File: src/shared/cpl_pkg.sv
// package: command port constants, types and host command and pin structs
package cpl_pkg;
	// port-select pattern that routes the bus to the command path
	localparam logic [2:0]  SEL_COMMAND       = 3'h4;
	localparam logic [2:0]  SEL_IDLE          = 3'h0;
	// command byte fields
	localparam int          CMD_ADDR_BIT      = 7;
	localparam int          CMD_READ_BIT      = 6;
	localparam logic [7:0]  CMD_ADDR_FLAG     = 8'h80;
	localparam logic [7:0]  CMD_READ_FLAG     = 8'h40;
	localparam logic [7:0]  CMD_REG_MASK      = 8'h3f;
	localparam logic [7:0]  CMD_NIB_MASK      = 8'h0f;
	// register offsets of the device
	localparam logic [5:0]  REG_IFACE_CONFIG  = 6'h01;
	localparam logic [5:0]  REG_DESC_LOAD     = 6'h30;
	localparam logic [5:0]  REG_XADDR_LO      = 6'h3a;
	localparam logic [5:0]  REG_XADDR_HI      = 6'h3b;
	localparam logic [5:0]  REG_XDATA         = 6'h3c;
	localparam logic [15:0] REG_SPEED_OVERRIDE = 16'he6fb;
	localparam logic [7:0]  SPEED_FS_ONLY     = 8'h02;
	// descriptor storage and default-descriptor length
	localparam int          DESC_RAM_BYTES    = 500;
	localparam logic [15:0] DESC_DEFAULT_LEN  = 16'h0006;
	// strobe timing in ref clocks (40 ns each)
	localparam int          STROBE_NS         = 80;
	localparam int          CLK_NS            = 40;
	localparam int          STROBE_CYC        = (STROBE_NS + CLK_NS - 1) / CLK_NS;
	// read strobe one cycle longer so synchronised data has settled at capture
	localparam int          READ_CYC          = STROBE_CYC + 1;

	// host command on the user side
	typedef struct packed {
		logic        read;   // read one register
		logic [5:0]  addr;
		logic [7:0]  data;
	} cpl_cmd_t;

	// pins driven toward the device
	typedef struct packed {
		logic [2:0]  sel;
		logic        cs_n;
		logic        wr_n;
		logic        rd_n;
		logic        oe_n;
	} cpl_pins_t;
endpackage : cpl_pkg

File: src/hdl/cpl_sync.sv
// file: two-stage synchroniser for device pins
`timescale 1ns/1ps
module cpl_sync #(
	parameter int         W       = 1,
	parameter logic [W-1:0] RST_VAL = '0
) (
	input  wire logic         ref_clk_in,
	input  wire logic         rst_in,
	input  wire logic [W-1:0] d_in,
	output logic      [W-1:0] q_out
);
	logic [W-1:0] meta_reg;
	logic [W-1:0] sync_reg;
	logic [W-1:0] meta_next;
	logic [W-1:0] sync_next;

	// first stage only feeds the second
	always_comb begin
		meta_next = d_in;
		sync_next = meta_reg;
	end

	// reset to the idle level of each pin, so no false edge follows reset
	always_ff @(posedge ref_clk_in or posedge rst_in) begin
		if (rst_in) begin
			meta_reg <= RST_VAL;
			sync_reg <= RST_VAL;
		end else begin
			meta_reg <= meta_next;
			sync_reg <= sync_next;
		end
	end

	assign q_out = sync_reg;
endmodule : cpl_sync

File: src/hdl/cpl_desc_mem.sv
// file: descriptor staging memory with registered read data
`timescale 1ns/1ps
module cpl_desc_mem #(
	parameter int DEPTH = 500,
	parameter int AW    = 9
) (
	input  wire logic          ref_clk_in,
	input  wire logic          wr_en_in,
	input  wire logic [AW-1:0] wr_addr_in,
	input  wire logic [7:0]    wr_data_in,
	input  wire logic [AW-1:0] rd_addr_in,
	output logic      [7:0]    rd_data_out
);
	logic [7:0] mem [DEPTH];
	logic [7:0] rd_data_reg;

	// synchronous write, registered read
	always_ff @(posedge ref_clk_in) begin
		if (wr_en_in) begin
			mem[wr_addr_in] <= wr_data_in;
		end
		rd_data_reg <= mem[rd_addr_in];
	end

	assign rd_data_out = rd_data_reg;
endmodule : cpl_desc_mem

File: src/hdl/cpl_host.sv
// file: host controller driving the command port and loading descriptors
`timescale 1ns/1ps
// Contract
// - select command path only with port-select pattern one-zero-zero
// - command bytes travel on the low eight data lines only
// - data byte carries one nibble in low bits, upper nibble first
// - multi-byte registers: each byte sent as its own nibble pair
// - begin command only while selected and ready is high
// - device drops ready per byte; send nothing while ready low
// - descriptor load: one address, length low byte first, then all bytes
// - descriptors ordered device, qualifier, high-speed, full-speed, strings
// - write 0x02 to 0xE6FB before download forces full-speed only
// - unindexed write: name target, then upper nibble, then lower nibble
// - length six selects default descriptor with three ids low byte first
module cpl_host #(
	parameter int DESC_DEPTH = cpl_pkg::DESC_RAM_BYTES,
	parameter int DESC_AW    = 9
) (
	input  wire logic                  ref_clk_in,
	input  wire logic                  rst_in,
	// user side: single register access
	input  wire logic                  cmd_valid_in,
	input  wire cpl_pkg::cpl_cmd_t     cmd_in,
	output logic                       cmd_ready_out,
	output logic                       rd_valid_out,
	output logic [7:0]                 rd_data_out,
	// user side: descriptor staging and load
	input  wire logic                  desc_wr_in,
	input  wire logic [DESC_AW-1:0]    desc_waddr_in,
	input  wire logic [7:0]            desc_wdata_in,
	input  wire logic [15:0]           desc_len_in,
	input  wire logic                  fs_only_in,
	input  wire logic                  load_start_in,
	output logic                       load_busy_out,
	output logic                       load_done_out,
	output logic                       int_seen_out,
	// device pins
	output cpl_pkg::cpl_pins_t         pins_out,
	output logic [7:0]                 bus_data_out,
	output logic                       bus_oe_out,
	input  wire logic [7:0]            bus_data_in,
	input  wire logic                  dev_ready_in,
	input  wire logic                  dev_int_n_in
);
	typedef enum {
		CPL_IDLE, CPL_WAIT_RDY, CPL_STROBE, CPL_HOLD, CPL_WAIT_INT, CPL_READ
	} cpl_state_t;
	typedef enum {
		CPL_L_IDLE, CPL_L_SPEED, CPL_L_ADDR, CPL_L_LEN_LO, CPL_L_LEN_HI,
		CPL_L_FETCH, CPL_L_DATA, CPL_L_DONE
	} cpl_lstate_t;

	// synchronised device inputs
	logic       ready_s;
	logic       int_n_s;
	logic [7:0] rdata_s;
	// ready and interrupt reset to their idle high level
	cpl_sync #(.W(10), .RST_VAL(10'h300)) u_sync (
		.ref_clk_in (ref_clk_in),
		.rst_in     (rst_in),
		.d_in       ({dev_ready_in, dev_int_n_in, bus_data_in}),
		.q_out      ({ready_s, int_n_s, rdata_s})
	);

	// descriptor staging memory
	logic [DESC_AW-1:0] mem_raddr;
	logic [7:0]         mem_rdata;
	cpl_desc_mem #(.DEPTH(DESC_DEPTH), .AW(DESC_AW)) u_mem (
		.ref_clk_in  (ref_clk_in),
		.wr_en_in    (desc_wr_in),
		.wr_addr_in  (desc_waddr_in),
		.wr_data_in  (desc_wdata_in),
		.rd_addr_in  (mem_raddr),
		.rd_data_out (mem_rdata)
	);

	// byte engine state
	cpl_state_t         st_reg, st_next;
	logic [7:0]         byte_reg, byte_next;
	logic [1:0]         cnt_reg, cnt_next;
	cpl_pkg::cpl_pins_t pins_reg, pins_next;
	logic               oe_reg, oe_next;
	logic               rd_pend_reg, rd_pend_next;
	logic               rdv_reg, rdv_next;
	logic [7:0]         rdd_reg, rdd_next;
	logic               int_reg, int_next;
	// sequencer state
	cpl_lstate_t        ls_reg, ls_next;
	logic [7:0]         q_byte [6];
	logic [2:0]         q_len_reg, q_len_next;
	logic [2:0]         q_idx_reg, q_idx_next;
	logic [15:0]        dcnt_reg, dcnt_next;
	logic               busy_reg, busy_next;
	logic               done_reg, done_next;
	logic               crdy_reg, crdy_next;
	logic               ureq_reg, ureq_next;
	cpl_pkg::cpl_cmd_t  ucmd_reg, ucmd_next;
	logic [7:0]         seq_reg [6];
	logic [7:0]         seq_next [6];
	logic               byte_go;
	logic               byte_done;

	// queue holds the next up-to-six wire bytes
	always_comb begin
		for (int i = 0; i < 6; i++) begin
			q_byte[i] = seq_reg[i];
		end
	end

	// wire-byte engine: wait ready, strobe, wait ready drop
	always_comb begin
		st_next      = st_reg;
		byte_next    = byte_reg;
		cnt_next     = cnt_reg;
		pins_next    = pins_reg;
		oe_next      = oe_reg;
		// a read keeps the interrupt masked until the line is seen idle again
		rd_pend_next = rd_pend_reg && !(int_n_s && st_reg != CPL_WAIT_INT
			&& st_reg != CPL_READ);
		rdv_next     = 1'b0;
		rdd_next     = rdd_reg;
		int_next     = int_reg | ~int_n_s;
		byte_done    = 1'b0;
		case (st_reg)
			CPL_IDLE: begin
				pins_next.cs_n = 1'b1;
				if (byte_go) begin
					byte_next      = q_byte[q_idx_reg];
					pins_next.sel  = cpl_pkg::SEL_COMMAND;
					pins_next.cs_n = 1'b0;
					st_next        = CPL_WAIT_RDY;
				end
			end
			CPL_WAIT_RDY: begin
				if (ready_s) begin
					oe_next       = 1'b1;
					pins_next.wr_n = 1'b0;
					cnt_next      = 2'(cpl_pkg::STROBE_CYC);
					st_next       = CPL_STROBE;
				end
			end
			CPL_STROBE: begin
				if (cnt_reg > 2'h1) begin
					cnt_next = cnt_reg - 2'h1;
				end else begin
					pins_next.wr_n = 1'b1;
					st_next        = CPL_HOLD;
				end
			end
			CPL_HOLD: begin
				oe_next = 1'b0;
				// ready may fall late; the sync delay covers it
				if (!ready_s) begin
					if (byte_reg[cpl_pkg::CMD_ADDR_BIT] && byte_reg[cpl_pkg::CMD_READ_BIT]) begin
						rd_pend_next = 1'b1;
						st_next      = CPL_WAIT_INT;
					end else begin
						byte_done = 1'b1;
						st_next   = CPL_IDLE;
					end
				end
			end
			CPL_WAIT_INT: begin
				// pending read owns the interrupt line
				if (!int_n_s) begin
					pins_next.rd_n = 1'b0;
					pins_next.oe_n = 1'b0;
					cnt_next       = 2'(cpl_pkg::READ_CYC); // covers sync delay
					st_next        = CPL_READ;
				end
			end
			CPL_READ: begin
				if (cnt_reg > 2'h1) begin
					cnt_next = cnt_reg - 2'h1;
				end else begin
					rdd_next       = rdata_s;
					rdv_next       = 1'b1;
					pins_next.rd_n = 1'b1;
					pins_next.oe_n = 1'b1;
					byte_done      = 1'b1;
					st_next        = CPL_IDLE;
				end
			end
			default: st_next = CPL_IDLE;
		endcase
		if (rd_pend_reg) begin
			int_next = int_reg; // read data, not an event
		end
	end

	// helpers that build command bytes
	function automatic logic [7:0] addr_byte(input logic rd, input logic [5:0] a);
		addr_byte = cpl_pkg::CMD_ADDR_FLAG | (rd ? cpl_pkg::CMD_READ_FLAG : 8'h00)
			| ({2'h0, a} & cpl_pkg::CMD_REG_MASK);
	endfunction : addr_byte
	function automatic logic [7:0] hi_nib(input logic [7:0] v);
		hi_nib = {4'h0, v[7:4]} & cpl_pkg::CMD_NIB_MASK;
	endfunction : hi_nib
	function automatic logic [7:0] lo_nib(input logic [7:0] v);
		lo_nib = v & cpl_pkg::CMD_NIB_MASK;
	endfunction : lo_nib

	// sequencer: builds byte groups and walks the descriptor load
	always_comb begin
		ls_next    = ls_reg;
		q_len_next = q_len_reg;
		q_idx_next = q_idx_reg;
		dcnt_next  = dcnt_reg;
		busy_next  = busy_reg;
		done_next  = 1'b0;
		crdy_next  = crdy_reg;
		ureq_next  = ureq_reg;
		ucmd_next  = ucmd_reg;
		mem_raddr  = DESC_AW'(dcnt_reg);
		for (int i = 0; i < 6; i++) begin
			seq_next[i] = seq_reg[i];
		end
		byte_go = (q_idx_reg < q_len_reg) && (st_reg == CPL_IDLE);
		if (byte_done) begin
			q_idx_next = q_idx_reg + 3'h1;
		end
		// a whole group goes out unbroken, so no partial write is left
		if (q_idx_next == q_len_reg && q_len_reg != 3'h0 && byte_done) begin
			q_len_next = 3'h0;
			q_idx_next = 3'h0;
		end
		case (ls_reg)
			CPL_L_IDLE: begin
				if (q_len_reg == 3'h0 && !byte_done) begin
					if (load_start_in) begin
						busy_next = 1'b1;
						crdy_next = 1'b0;
						ls_next   = fs_only_in ? CPL_L_SPEED : CPL_L_ADDR;
					end else if (ureq_reg) begin
						ureq_next   = 1'b0;
						seq_next[0] = addr_byte(ucmd_reg.read, ucmd_reg.addr);
						seq_next[1] = hi_nib(ucmd_reg.data);
						seq_next[2] = lo_nib(ucmd_reg.data);
						q_len_next  = ucmd_reg.read ? 3'h1 : 3'h3;
					end else if (cmd_valid_in && crdy_reg) begin
						ureq_next = 1'b1;
						ucmd_next = cmd_in;
						crdy_next = 1'b0;
					end else begin
						// ready only once every byte of the last command is out
						crdy_next = 1'b1;
					end
				end
			end
			CPL_L_SPEED: begin
				// unindexed: low address, high address, value
				if (q_len_reg == 3'h0 && !byte_done) begin
					seq_next[0] = addr_byte(1'b0, cpl_pkg::REG_XADDR_LO);
					seq_next[1] = hi_nib(cpl_pkg::REG_SPEED_OVERRIDE[7:0]);
					seq_next[2] = lo_nib(cpl_pkg::REG_SPEED_OVERRIDE[7:0]);
					seq_next[3] = addr_byte(1'b0, cpl_pkg::REG_XADDR_HI);
					seq_next[4] = hi_nib(cpl_pkg::REG_SPEED_OVERRIDE[15:8]);
					seq_next[5] = lo_nib(cpl_pkg::REG_SPEED_OVERRIDE[15:8]);
					q_len_next  = 3'h6;
					ls_next     = CPL_L_DATA;
					dcnt_next   = 16'hffff; // marks speed value pending
				end
			end
			CPL_L_ADDR: begin
				if (q_len_reg == 3'h0 && !byte_done) begin
					seq_next[0] = addr_byte(1'b0, cpl_pkg::REG_DESC_LOAD);
					seq_next[1] = hi_nib(desc_len_in[7:0]);
					seq_next[2] = lo_nib(desc_len_in[7:0]);
					seq_next[3] = hi_nib(desc_len_in[15:8]);
					seq_next[4] = lo_nib(desc_len_in[15:8]);
					q_len_next  = 3'h5;
					dcnt_next   = 16'h0000;
					ls_next     = CPL_L_FETCH;
				end
			end
			CPL_L_FETCH: begin
				// one cycle for the memory read register
				if (q_len_reg == 3'h0 && !byte_done) begin
					if (dcnt_reg >= desc_len_in) begin
						ls_next = CPL_L_DONE;
					end else begin
						ls_next = CPL_L_DATA;
					end
				end
			end
			CPL_L_DATA: begin
				if (q_len_reg == 3'h0 && !byte_done) begin
					if (dcnt_reg == 16'hffff) begin
						seq_next[0] = addr_byte(1'b0, cpl_pkg::REG_XDATA);
						seq_next[1] = hi_nib(cpl_pkg::SPEED_FS_ONLY);
						seq_next[2] = lo_nib(cpl_pkg::SPEED_FS_ONLY);
						q_len_next  = 3'h3;
						ls_next     = CPL_L_ADDR;
					end else begin
						// no address repeated between descriptor bytes
						seq_next[0] = hi_nib(mem_rdata);
						seq_next[1] = lo_nib(mem_rdata);
						q_len_next  = 3'h2;
						dcnt_next   = dcnt_reg + 16'h0001;
						ls_next     = CPL_L_FETCH;
					end
				end
			end
			CPL_L_DONE: begin
				busy_next = 1'b0;
				done_next = 1'b1; // signalled by interrupt later
				crdy_next = 1'b1;
				ls_next   = CPL_L_IDLE;
			end
			default: ls_next = CPL_L_IDLE;
		endcase
	end

	// register all state
	always_ff @(posedge ref_clk_in or posedge rst_in) begin
		if (rst_in) begin
			st_reg      <= CPL_IDLE;
			byte_reg    <= 8'h00;
			cnt_reg     <= 2'h0;
			pins_reg    <= '{sel: cpl_pkg::SEL_IDLE, cs_n: 1'b1, wr_n: 1'b1,
				rd_n: 1'b1, oe_n: 1'b1};
			oe_reg      <= 1'b0;
			rd_pend_reg <= 1'b0;
			rdv_reg     <= 1'b0;
			rdd_reg     <= 8'h00;
			int_reg     <= 1'b0;
			ls_reg      <= CPL_L_IDLE;
			q_len_reg   <= 3'h0;
			q_idx_reg   <= 3'h0;
			dcnt_reg    <= 16'h0000;
			busy_reg    <= 1'b0;
			done_reg    <= 1'b0;
			crdy_reg    <= 1'b1;
			ureq_reg    <= 1'b0;
			ucmd_reg    <= '0;
			for (int i = 0; i < 6; i++) begin
				seq_reg[i] <= 8'h00;
			end
		end else begin
			st_reg      <= st_next;
			byte_reg    <= byte_next;
			cnt_reg     <= cnt_next;
			pins_reg    <= pins_next;
			oe_reg      <= oe_next;
			rd_pend_reg <= rd_pend_next;
			rdv_reg     <= rdv_next;
			rdd_reg     <= rdd_next;
			int_reg     <= int_next;
			ls_reg      <= ls_next;
			q_len_reg   <= q_len_next;
			q_idx_reg   <= q_idx_next;
			dcnt_reg    <= dcnt_next;
			busy_reg    <= busy_next;
			done_reg    <= done_next;
			crdy_reg    <= crdy_next;
			ureq_reg    <= ureq_next;
			ucmd_reg    <= ucmd_next;
			for (int i = 0; i < 6; i++) begin
				seq_reg[i] <= seq_next[i];
			end
		end
	end

	// outputs straight from flops
	assign cmd_ready_out = crdy_reg;
	assign rd_valid_out  = rdv_reg;
	assign rd_data_out   = rdd_reg;
	assign load_busy_out = busy_reg;
	assign load_done_out = done_reg;
	assign int_seen_out  = int_reg;
	assign pins_out      = pins_reg;
	assign bus_data_out  = byte_reg;
	assign bus_oe_out    = oe_reg;
endmodule : cpl_host

File: config.mk
export PLATFORM = sky130hd
export DESIGN_NAME = cpl_host
export DESIGN_NICKNAME = d
export VERILOG_FILES = /design/src/shared/cpl_pkg.sv /design/src/hdl/cpl_sync.sv /design/src/hdl/cpl_desc_mem.sv /design/src/hdl/cpl_host.sv
export SDC_FILE = /design/constraint.sdc
export NUM_CORES = 2
export LEC_CHECK = 0
export BUFFER_PORTS_ARGS = -buffer_cell sky130_fd_sc_hd__buf_4
export CORE_ASPECT_RATIO = 1.2
export CORE_MARGIN = 2
export CORE_UTILIZATION = 65
export DETAILED_ROUTE_END_ITERATION = 10
export HOLD_SLACK_MARGIN = 0.03
export MAX_ROUTING_LAYER = met4
export PLACE_DENSITY = 0.81
export SETUP_SLACK_MARGIN = 0.4
export SLEW_MARGIN = 0
export SYNTH_ARGS = -nofsm -noshare
export SYNTH_HDL_FRONTEND = slang
export SYNTH_SLANG_ARGS = --single-unit
File: constraint.sdc
create_clock -name ref_clk_in -period 6.6 [get_ports ref_clk_in]
set_input_delay 0.33 -clock ref_clk_in [delete_from_list [all_inputs] [get_ports ref_clk_in]]
set_output_delay 0.33 -clock ref_clk_in [all_outputs]
set_load 0.005 [all_outputs]
== Word-level counts from Yosys, hierarchy flattened ==
Memories as Yosys holds them, arrays and structs flattened. A register that Yosys moved wholly into a read port is not among the register bits.
Index checks and enable logic that the tools add are counted.

* Bitwise gates (word level): 7
* Reduce and logical (&&, ||, !) cells: 42
* Equality and inequality tests: 32
* Multiplexer cells: 83
* Add/subtract/negate cells: 3
* Order comparisons: 4

{| class="wikitable"
|+ Operators with widths
! kind !! count
|-
| $mux W32 || 12
|-
| $pmux W32 S6 || 1
|-
| $eq A32 B3 Y1 const B || 5
|-
| $pmux W32 S5 || 1
|-
| $eq A32 B2 Y1 const B || 3
|-
| $logic_not A32 Y1 || 3
|-
| $mux W24 || 4
|-
| $pmux W24 S4 || 1
|-
| $mux W16 || 5
|-
| $eq A32 B1 Y1 const B || 2
|-
| $ne A32 B4 Y1 const B || 2
|-
| $mux W48 || 1
|-
| $pmux W16 S3 || 1
|-
| $mux W40 || 1
|-
| $mux W3 || 11
|-
| $pmux W16 S2 || 1
|-
| $ne A2 B2 Y1 const B || 15
|-
| $bmux W8 S3 || 1
|-
| $mux W1 || 24
|-
| $mux W8 || 3
|-
| $reduce_and A3 Y1 || 6
|-
| $add A16 B1 Y16 const B || 1
|-
| $eq A16 B16 Y1 const B || 1
|-
| $ge A16 B16 Y1 || 1
|-
| other kinds (31) || 65
|}

* Flip-flop bits (word level): 193
* Memories: 1
* RAM bits: 4000
* Output and inout bits: 29

{| class="wikitable"
|+ Memory list
! memory !! words !! bits a word !! read ports !! clocked after Yosys merged registers in !! write ports !! line !! text
|-
| u_mem.mem || 500 || 8 || 1 || 1 || 1 || cpl_desc_mem.sv:14 || <nowiki>logic [7:0] mem [DEPTH];</nowiki>
|}

== Depth between registers and ports, before layout ==
* Depth after elaboration: 13
* Depth in mapped cells: 16
* Gate-level depth less buffers: 10

== Modules after synthesis ==
From an unflattened synthesis, not the netlist that was laid out.

* Cell total of the unflattened synthesis: 7709
* Area, all modules: 161539.9 µm²

{| class="wikitable"
|+ By module, submodules not included
! module !! area an instance (µm²) !! instances !! cells an instance
|-
| cpl_desc_mem || 155399.0 || 1 || 7086
|-
| cpl_host || 5631.7 || 1 || 602
|-
| cpl_sync || 509.2 || 1 || 21
|}

== Least setup slack after synthesis ==
Ideal clock, no wire load.

* Path type: register to register
* Start point: register dcnt_reg[0]
* End point: register ls_reg[0]
* Path slack: 3.551 ns
* Arrival: 2.918 ns
* Library setup time: 0.130 ns
* Cell stages (with the launch flop): 17
* Path buffers: 6
* Period minus slack after synthesis: 3.049 ns
* Cell sequence: dfrtp_1 > buf_6 > buf_6 > buf_6 > buf_4 > buf_4 > inv_2 > buf_2 > ha_1 > nand2b_1 > a21o_1 > a21o_1 > a21o_1 > a211oi_1 > o21ai_0 > a21oi_1 > o21ai_0

* Longest elaborated chain between the ends: 4
* Elaborated cells between the ends (all ways): 7

{| class="wikitable"
|+ Ends and longest elaborated chain
! what !! line !! text
|-
| start, declared || cpl_host.sv:92 || <nowiki>logic [15:0] dcnt_reg, dcnt_next;</nowiki>
|-
| start signal, assigned || cpl_host.sv:352 || <nowiki>dcnt_reg <= dcnt_next;</nowiki>
|-
| $ge A16 B16 Y1 or $eq A16 B16 Y1 (tied branches) || cpl_host.sv:279, cpl_host.sv:288 ||
|-
| $mux W1 or $mux W3 (tied branches) || cpl_host.sv:279, cpl_host.sv:288 ||
|-
| $mux W32 (on tied branches) || cpl_host.sv:278, cpl_host.sv:287 ||
|-
| $pmux W32 S5 * || cpl_host.sv:227 || <nowiki>case (ls_reg)</nowiki>
|-
| end signal, assigned || cpl_host.sv:349 || <nowiki>ls_reg <= ls_next;</nowiki>
|-
| end, declared || cpl_host.sv:88 || <nowiki>cpl_lstate_t ls_reg, ls_next;</nowiki>
|}

Every way passes the cells marked *; elsewhere a longest branch is shown, timed or not. The select of a mux whose other input is x is not followed.
A chain may end at the register's enable or synchronous reset.

==> results.md <==
Run status:
- The run finished, with violations left.
- The checks that failed: capacitance limit, slew limit.

Clock network:
- No sink is reached through more buffers than the 4 on the longest clock path.
- At the later pin of the worst-skew pair, clock insertion delay measures between 900 and 1000 ps.
- The clock input transition at the sequential cells of the worst setup and hold paths is around 70 ps.
- CTS built an H-tree with a depth of 5.
- TritonCTS built the clock tree.
- The root buffer cell is sky130_fd_sc_hd__clkbuf_16.
- Once the clock tree was built, the resizer swapped 0 gates to a different size.
- The CTS buffer count is 369.
- The clock sink count is roughly 4100.

Finish:
- The layout cell share with drive strength beyond 1 is between 20 and 25%.
- The core utilization of the finished layout is between 70% and 80%.
- Once layout is done, the placed cells without fillers occupy about 180000 sq um.
- The number of flip-flops under the largest register name is 4000.
- The combined flip-flop and latch cell area is ~120000 sq um.
- The final standard cell count with taps included and fillers excluded is between 10000 and 15000.
- The layout has 11960 filler cells.
- In the final layout, the multi-input gates occupy between 30000 and 40000 sq um.
- Relative to the synthesized area, the layout overhead comes to 10.91%.
- At the end of the flow, the number of nets in the layout was 7819.

Logic synthesis:
- The post-synthesis cell count is around 7500.
- The post-synthesis cell area is 160000 sq um.
- The top-area cell type share of the netlist area is roughly 75%.
- The leading cell type by number of instances after synthesis is sky130_fd_sc_hd__edfxtp_1.
- Of all flip-flops after synthesis, the portion carrying an async set or reset was ~2.9%.
- Counting flops with a built-in enable in the synthesized netlist gives 4000.
- The cell type with the highest aggregate area in the netlist is sky130_fd_sc_hd__edfxtp_1.
- Ranked by total cell area, the synthesized netlist is headed by sky130_fd_sc_hd__edfxtp_1, sky130_fd_sc_hd__mux4_2, sky130_fd_sc_hd__dfrtp_1, sky130_fd_sc_hd__nor2_1, sky130_fd_sc_hd__a22oi_1.
- Each instance of the synthesized netlist takes up on average between 20 and 25 sq um.
- The most instantiated flip-flop cell in the synthesis netlist is sky130_fd_sc_hd__edfxtp_1.
- Yosys mapped the design onto 65 distinct sky130hd cell types.
- During synthesis, Yosys emitted a total of 0 warnings.
- Counting flops and latches in the post-synthesis netlist gives around 4100.
- After synthesis, the most frequently instantiated cells are sky130_fd_sc_hd__edfxtp_1, sky130_fd_sc_hd__mux4_2, sky130_fd_sc_hd__nor2_1.
- The sequential fraction of the synthesis area is 77.05%.

Setup path:
- The family with the most delay on the worst path is simple AND/OR/NAND/NOR gates.
- Data arrives at the worst endpoint at roughly 6100 ps.
- Of all nets on the critical path, the largest fanout is 36.
- The required time reported for the critical path endpoint is approximately 7400 ps.
- The signal on the critical path passes through buf_12 -> buf_12 -> mux4_2 -> a22oi_1 -> a21oi_1 -> nor2_1 -> nor2_1 -> nor4_1 -> o21ai_1 -> and3_1.
- The worst setup path is launched from a register.
- The critical path buffer and inverter count is 2.
- The largest incremental delay on the critical path is roughly 1400 ps.
- The internal reg-to-reg setup slack is about 1300 ps.
- The classification of the worst setup path is register to register.
- On the critical path, the stage with the largest delay is an instance of sky130_fd_sc_hd__nor4_1.
- The type of element capturing the critical path is a register.

Power:
- Of the total power, the share spent switching nets is ~32%.
- The analysis attributes to net switching a power of between 20 and 25 mW.
- The share of power burned in registers is between 30% and 40%.
- The power density over the cells is around 420 nW/um^2.
- The worst IR drop on VDD is approximately 0.00042 V.
- The internal power is 50.21 mW.
- Summed over all cells, the static leakage comes to ~56 nW.
- The share of power burned in the clock network is a little under a third.
- The combinational share of power is between 20 and 30%.
- The total power after layout is 74.33 mW.

STA:
- At the pin with the least slew margin, the transition time is ~1700 ps.
- The highest attainable clock frequency is 190.3 MHz.
- In the finished design, the share of the clock period the worst path needs comes to roughly four fifths.
- Headroom to the max-slew limit came out at -15.51%.
- Adding up every negative setup slack in the final design gives 0 ps.
- The number of failing setup endpoints in the final timing report is 0.
- The number of pins exceeding their max-slew limit in the final report is 8.
- The total count of hold-check failures in the final report is 0.
- The time the final worst path needs with I/O delays and setup is about 5300 ps.
- In the post-route analysis, the smallest setup slack over all paths is roughly 1300 ps.
- Setup repair after global routing left no endpoint under its margin.
- For the final database, setup skew stands at between 40 and 50 ps.
- The final hold slack is between 50 and 60 ps.

Place:
- Routability-driven placement finished with a final weighted congestion of about 0.91.
- The post-place instance area is 164600 sq um.
- Before CTS, the worst setup slack after placement is approximately 1700 ps.
- The post-placement cell count is between 10000 and 15000.
- In this run the tool buffered the top-level ports with 90 buffer cells.
- Detailed placement ended at an HPWL of roughly 240 mm.

Detailed routing:
- The first detailed-routing pass took 9 iterations.
- The vias per cell is 7.779.
- The average wire per standard cell is approximately 41 microns.
- The post-detailed-route DRC marker count is 0.
- The count of vias placed by the detailed router is between 80000 and 90000.
- The final routed wirelength across all metal layers is ~470 mm.
- The number of antenna-violating nets in the routed design is 0.
- The number of DRC markers after the initial detailed-route iteration is 17210.

Floorplan:
- Once the floorplan was initialized, standard cells occupied roughly two thirds of the core.
- The die outline area is about 250000 sq um.
- The placeable core region is 244800 sq um.
- Row generation in the floorplan step produced 199 rows.
- The total I/O pin count is 93.
- From left edge to right edge, the die measures 456.9 microns.
- The die extent in y is approximately 550 microns.

Global route:
- The number of antenna violations at the first check in global routing was 24.
- The overall global routing resource usage is 38.76%.
- After global routing the overflow that remains totals 0.
- The number of global-route vias before repair was roughly 87000.
- The largest net degree at the start of global routing is 223.
- The first global-routing pass estimated 660.4 mm of wire.

Hold path:
- The type of the worst min-delay path is primary input to register.

Flow run:
- Across the run, the number of max-cap violations was 3.
==> kinds of logic after synthesis <==
family / Yosys count / share of synthesized area, %
flops: 4127 / 77.05
mux: 1183 / 15.94
xor+xnor: 5 / 0.02738
buf+inv: 492 / 1.496
simple gates: 1019 / 2.633
compound gates: 644 / 2.658
other cells: 1 / 0.002344
fa+ha+maj: 25 / 0.1955
==> worst register-to-register path, delay by kind of cell, from the launching register on <==
| family | cells | cell delay, ps |
|---|---|---|
| DFF | 1 | 1010 |
| buffers and inverters | 2 | 750 |
| muxes | 1 | 580 |
| AOI/OAI and AO/OA | 3 | 800 |
| and+or+nand+nor | 4 | 2020 |
==> layer usage <==
layer  routed length (microns)  vias up  global-route usage (%)
li1                          -    31720                       -
met1                    143600    44540                   47.36
met2                    222000     9423                   57.96
met3                     65040     2120                   10.48
met4                     37720        0                   25.00
met5                         0        -                       -
==> cells in the final DEF, fill, tap and decap left out, drive strengths merged, types with 18 or more instances in the layout <==
master | synthesis | final
clkbuf | 216 | 447
mux2i | 74 | 74
o21ai | 61 | 61
nor2 | 585 | 585
nand3 | 40 | 40
clkinv | 1 | 134
mux4 | 1089 | 1089
bufinv | 0 | 52
a31oi | 27 | 27
nand2b | 19 | 19
inv | 33 | 49
nor2b | 20 | 20
nand2 | 260 | 260
nor4 | 30 | 30
o22ai | 18 | 18
a21oi | 186 | 186
diode | 0 | 44
dlygate4sd3 | 0 | 51
clkinvlp | 0 | 19
ha | 25 | 25
buf | 242 | 269
edfxtp | 4000 | 4000
dfrtp | 111 | 111
mux2 | 20 | 20
a32oi | 21 | 21
a22oi | 239 | 239
==> power groups by stage <==
| stage | clock (mW) | combinational, mW | sequential, mW |
|---|---|---|---|
| 3_5_place_dp | 0 | 20.5 | 30.2 |
| 5_1_grt | 23.2 | 22.3 | 29.7 |
| 2_1_floorplan | 0 | 13.5 | 29.7 |
| 4_1_cts | 22.4 | 21.4 | 29.6 |
| 3_3_place_gp | 0 | 20.1 | 30.2 |
| 6_report | 22.5 | 22.1 | 29.7 |
==> final timing paths <==
kind,start,to,cells past startpoint
worst max-delay path,dcnt_reg[0],u_mem.rd_data_out[7],10
worst min-delay path,desc_wdata_in[4],u_mem.mem[264][4],1
worst max register to register,dcnt_reg[0],u_mem.rd_data_out[7],10
worst min register to register,u_sync.meta_reg[2],u_sync.q_out[2],0
max in group asynchronous,rst_in,q_byte[35],4
min in group asynchronous,rst_in,rd_data_out[1],3
==> layout make-up <==
class / count / area share, %
antenna: 44 / 0.06205
clock buffer: 447 / 5.440
clock inverter: 220 / 1.435
inverter: 34 / 0.07898
multi-input combinational: 2878 / 19.46
sequential: 4127 / 69.48
tap: 3216 / 2.268
timing repair buffer: 320 / 1.770
==> timing repair <==
item                                    4_1_cts  5_1_grt
endpoints found under the setup margin        0        0
hold buffers                                 51        0
setup buffers                                 0        0
endpoints found under the hold margin       405        0
Power figures use the tool's default switching activity.
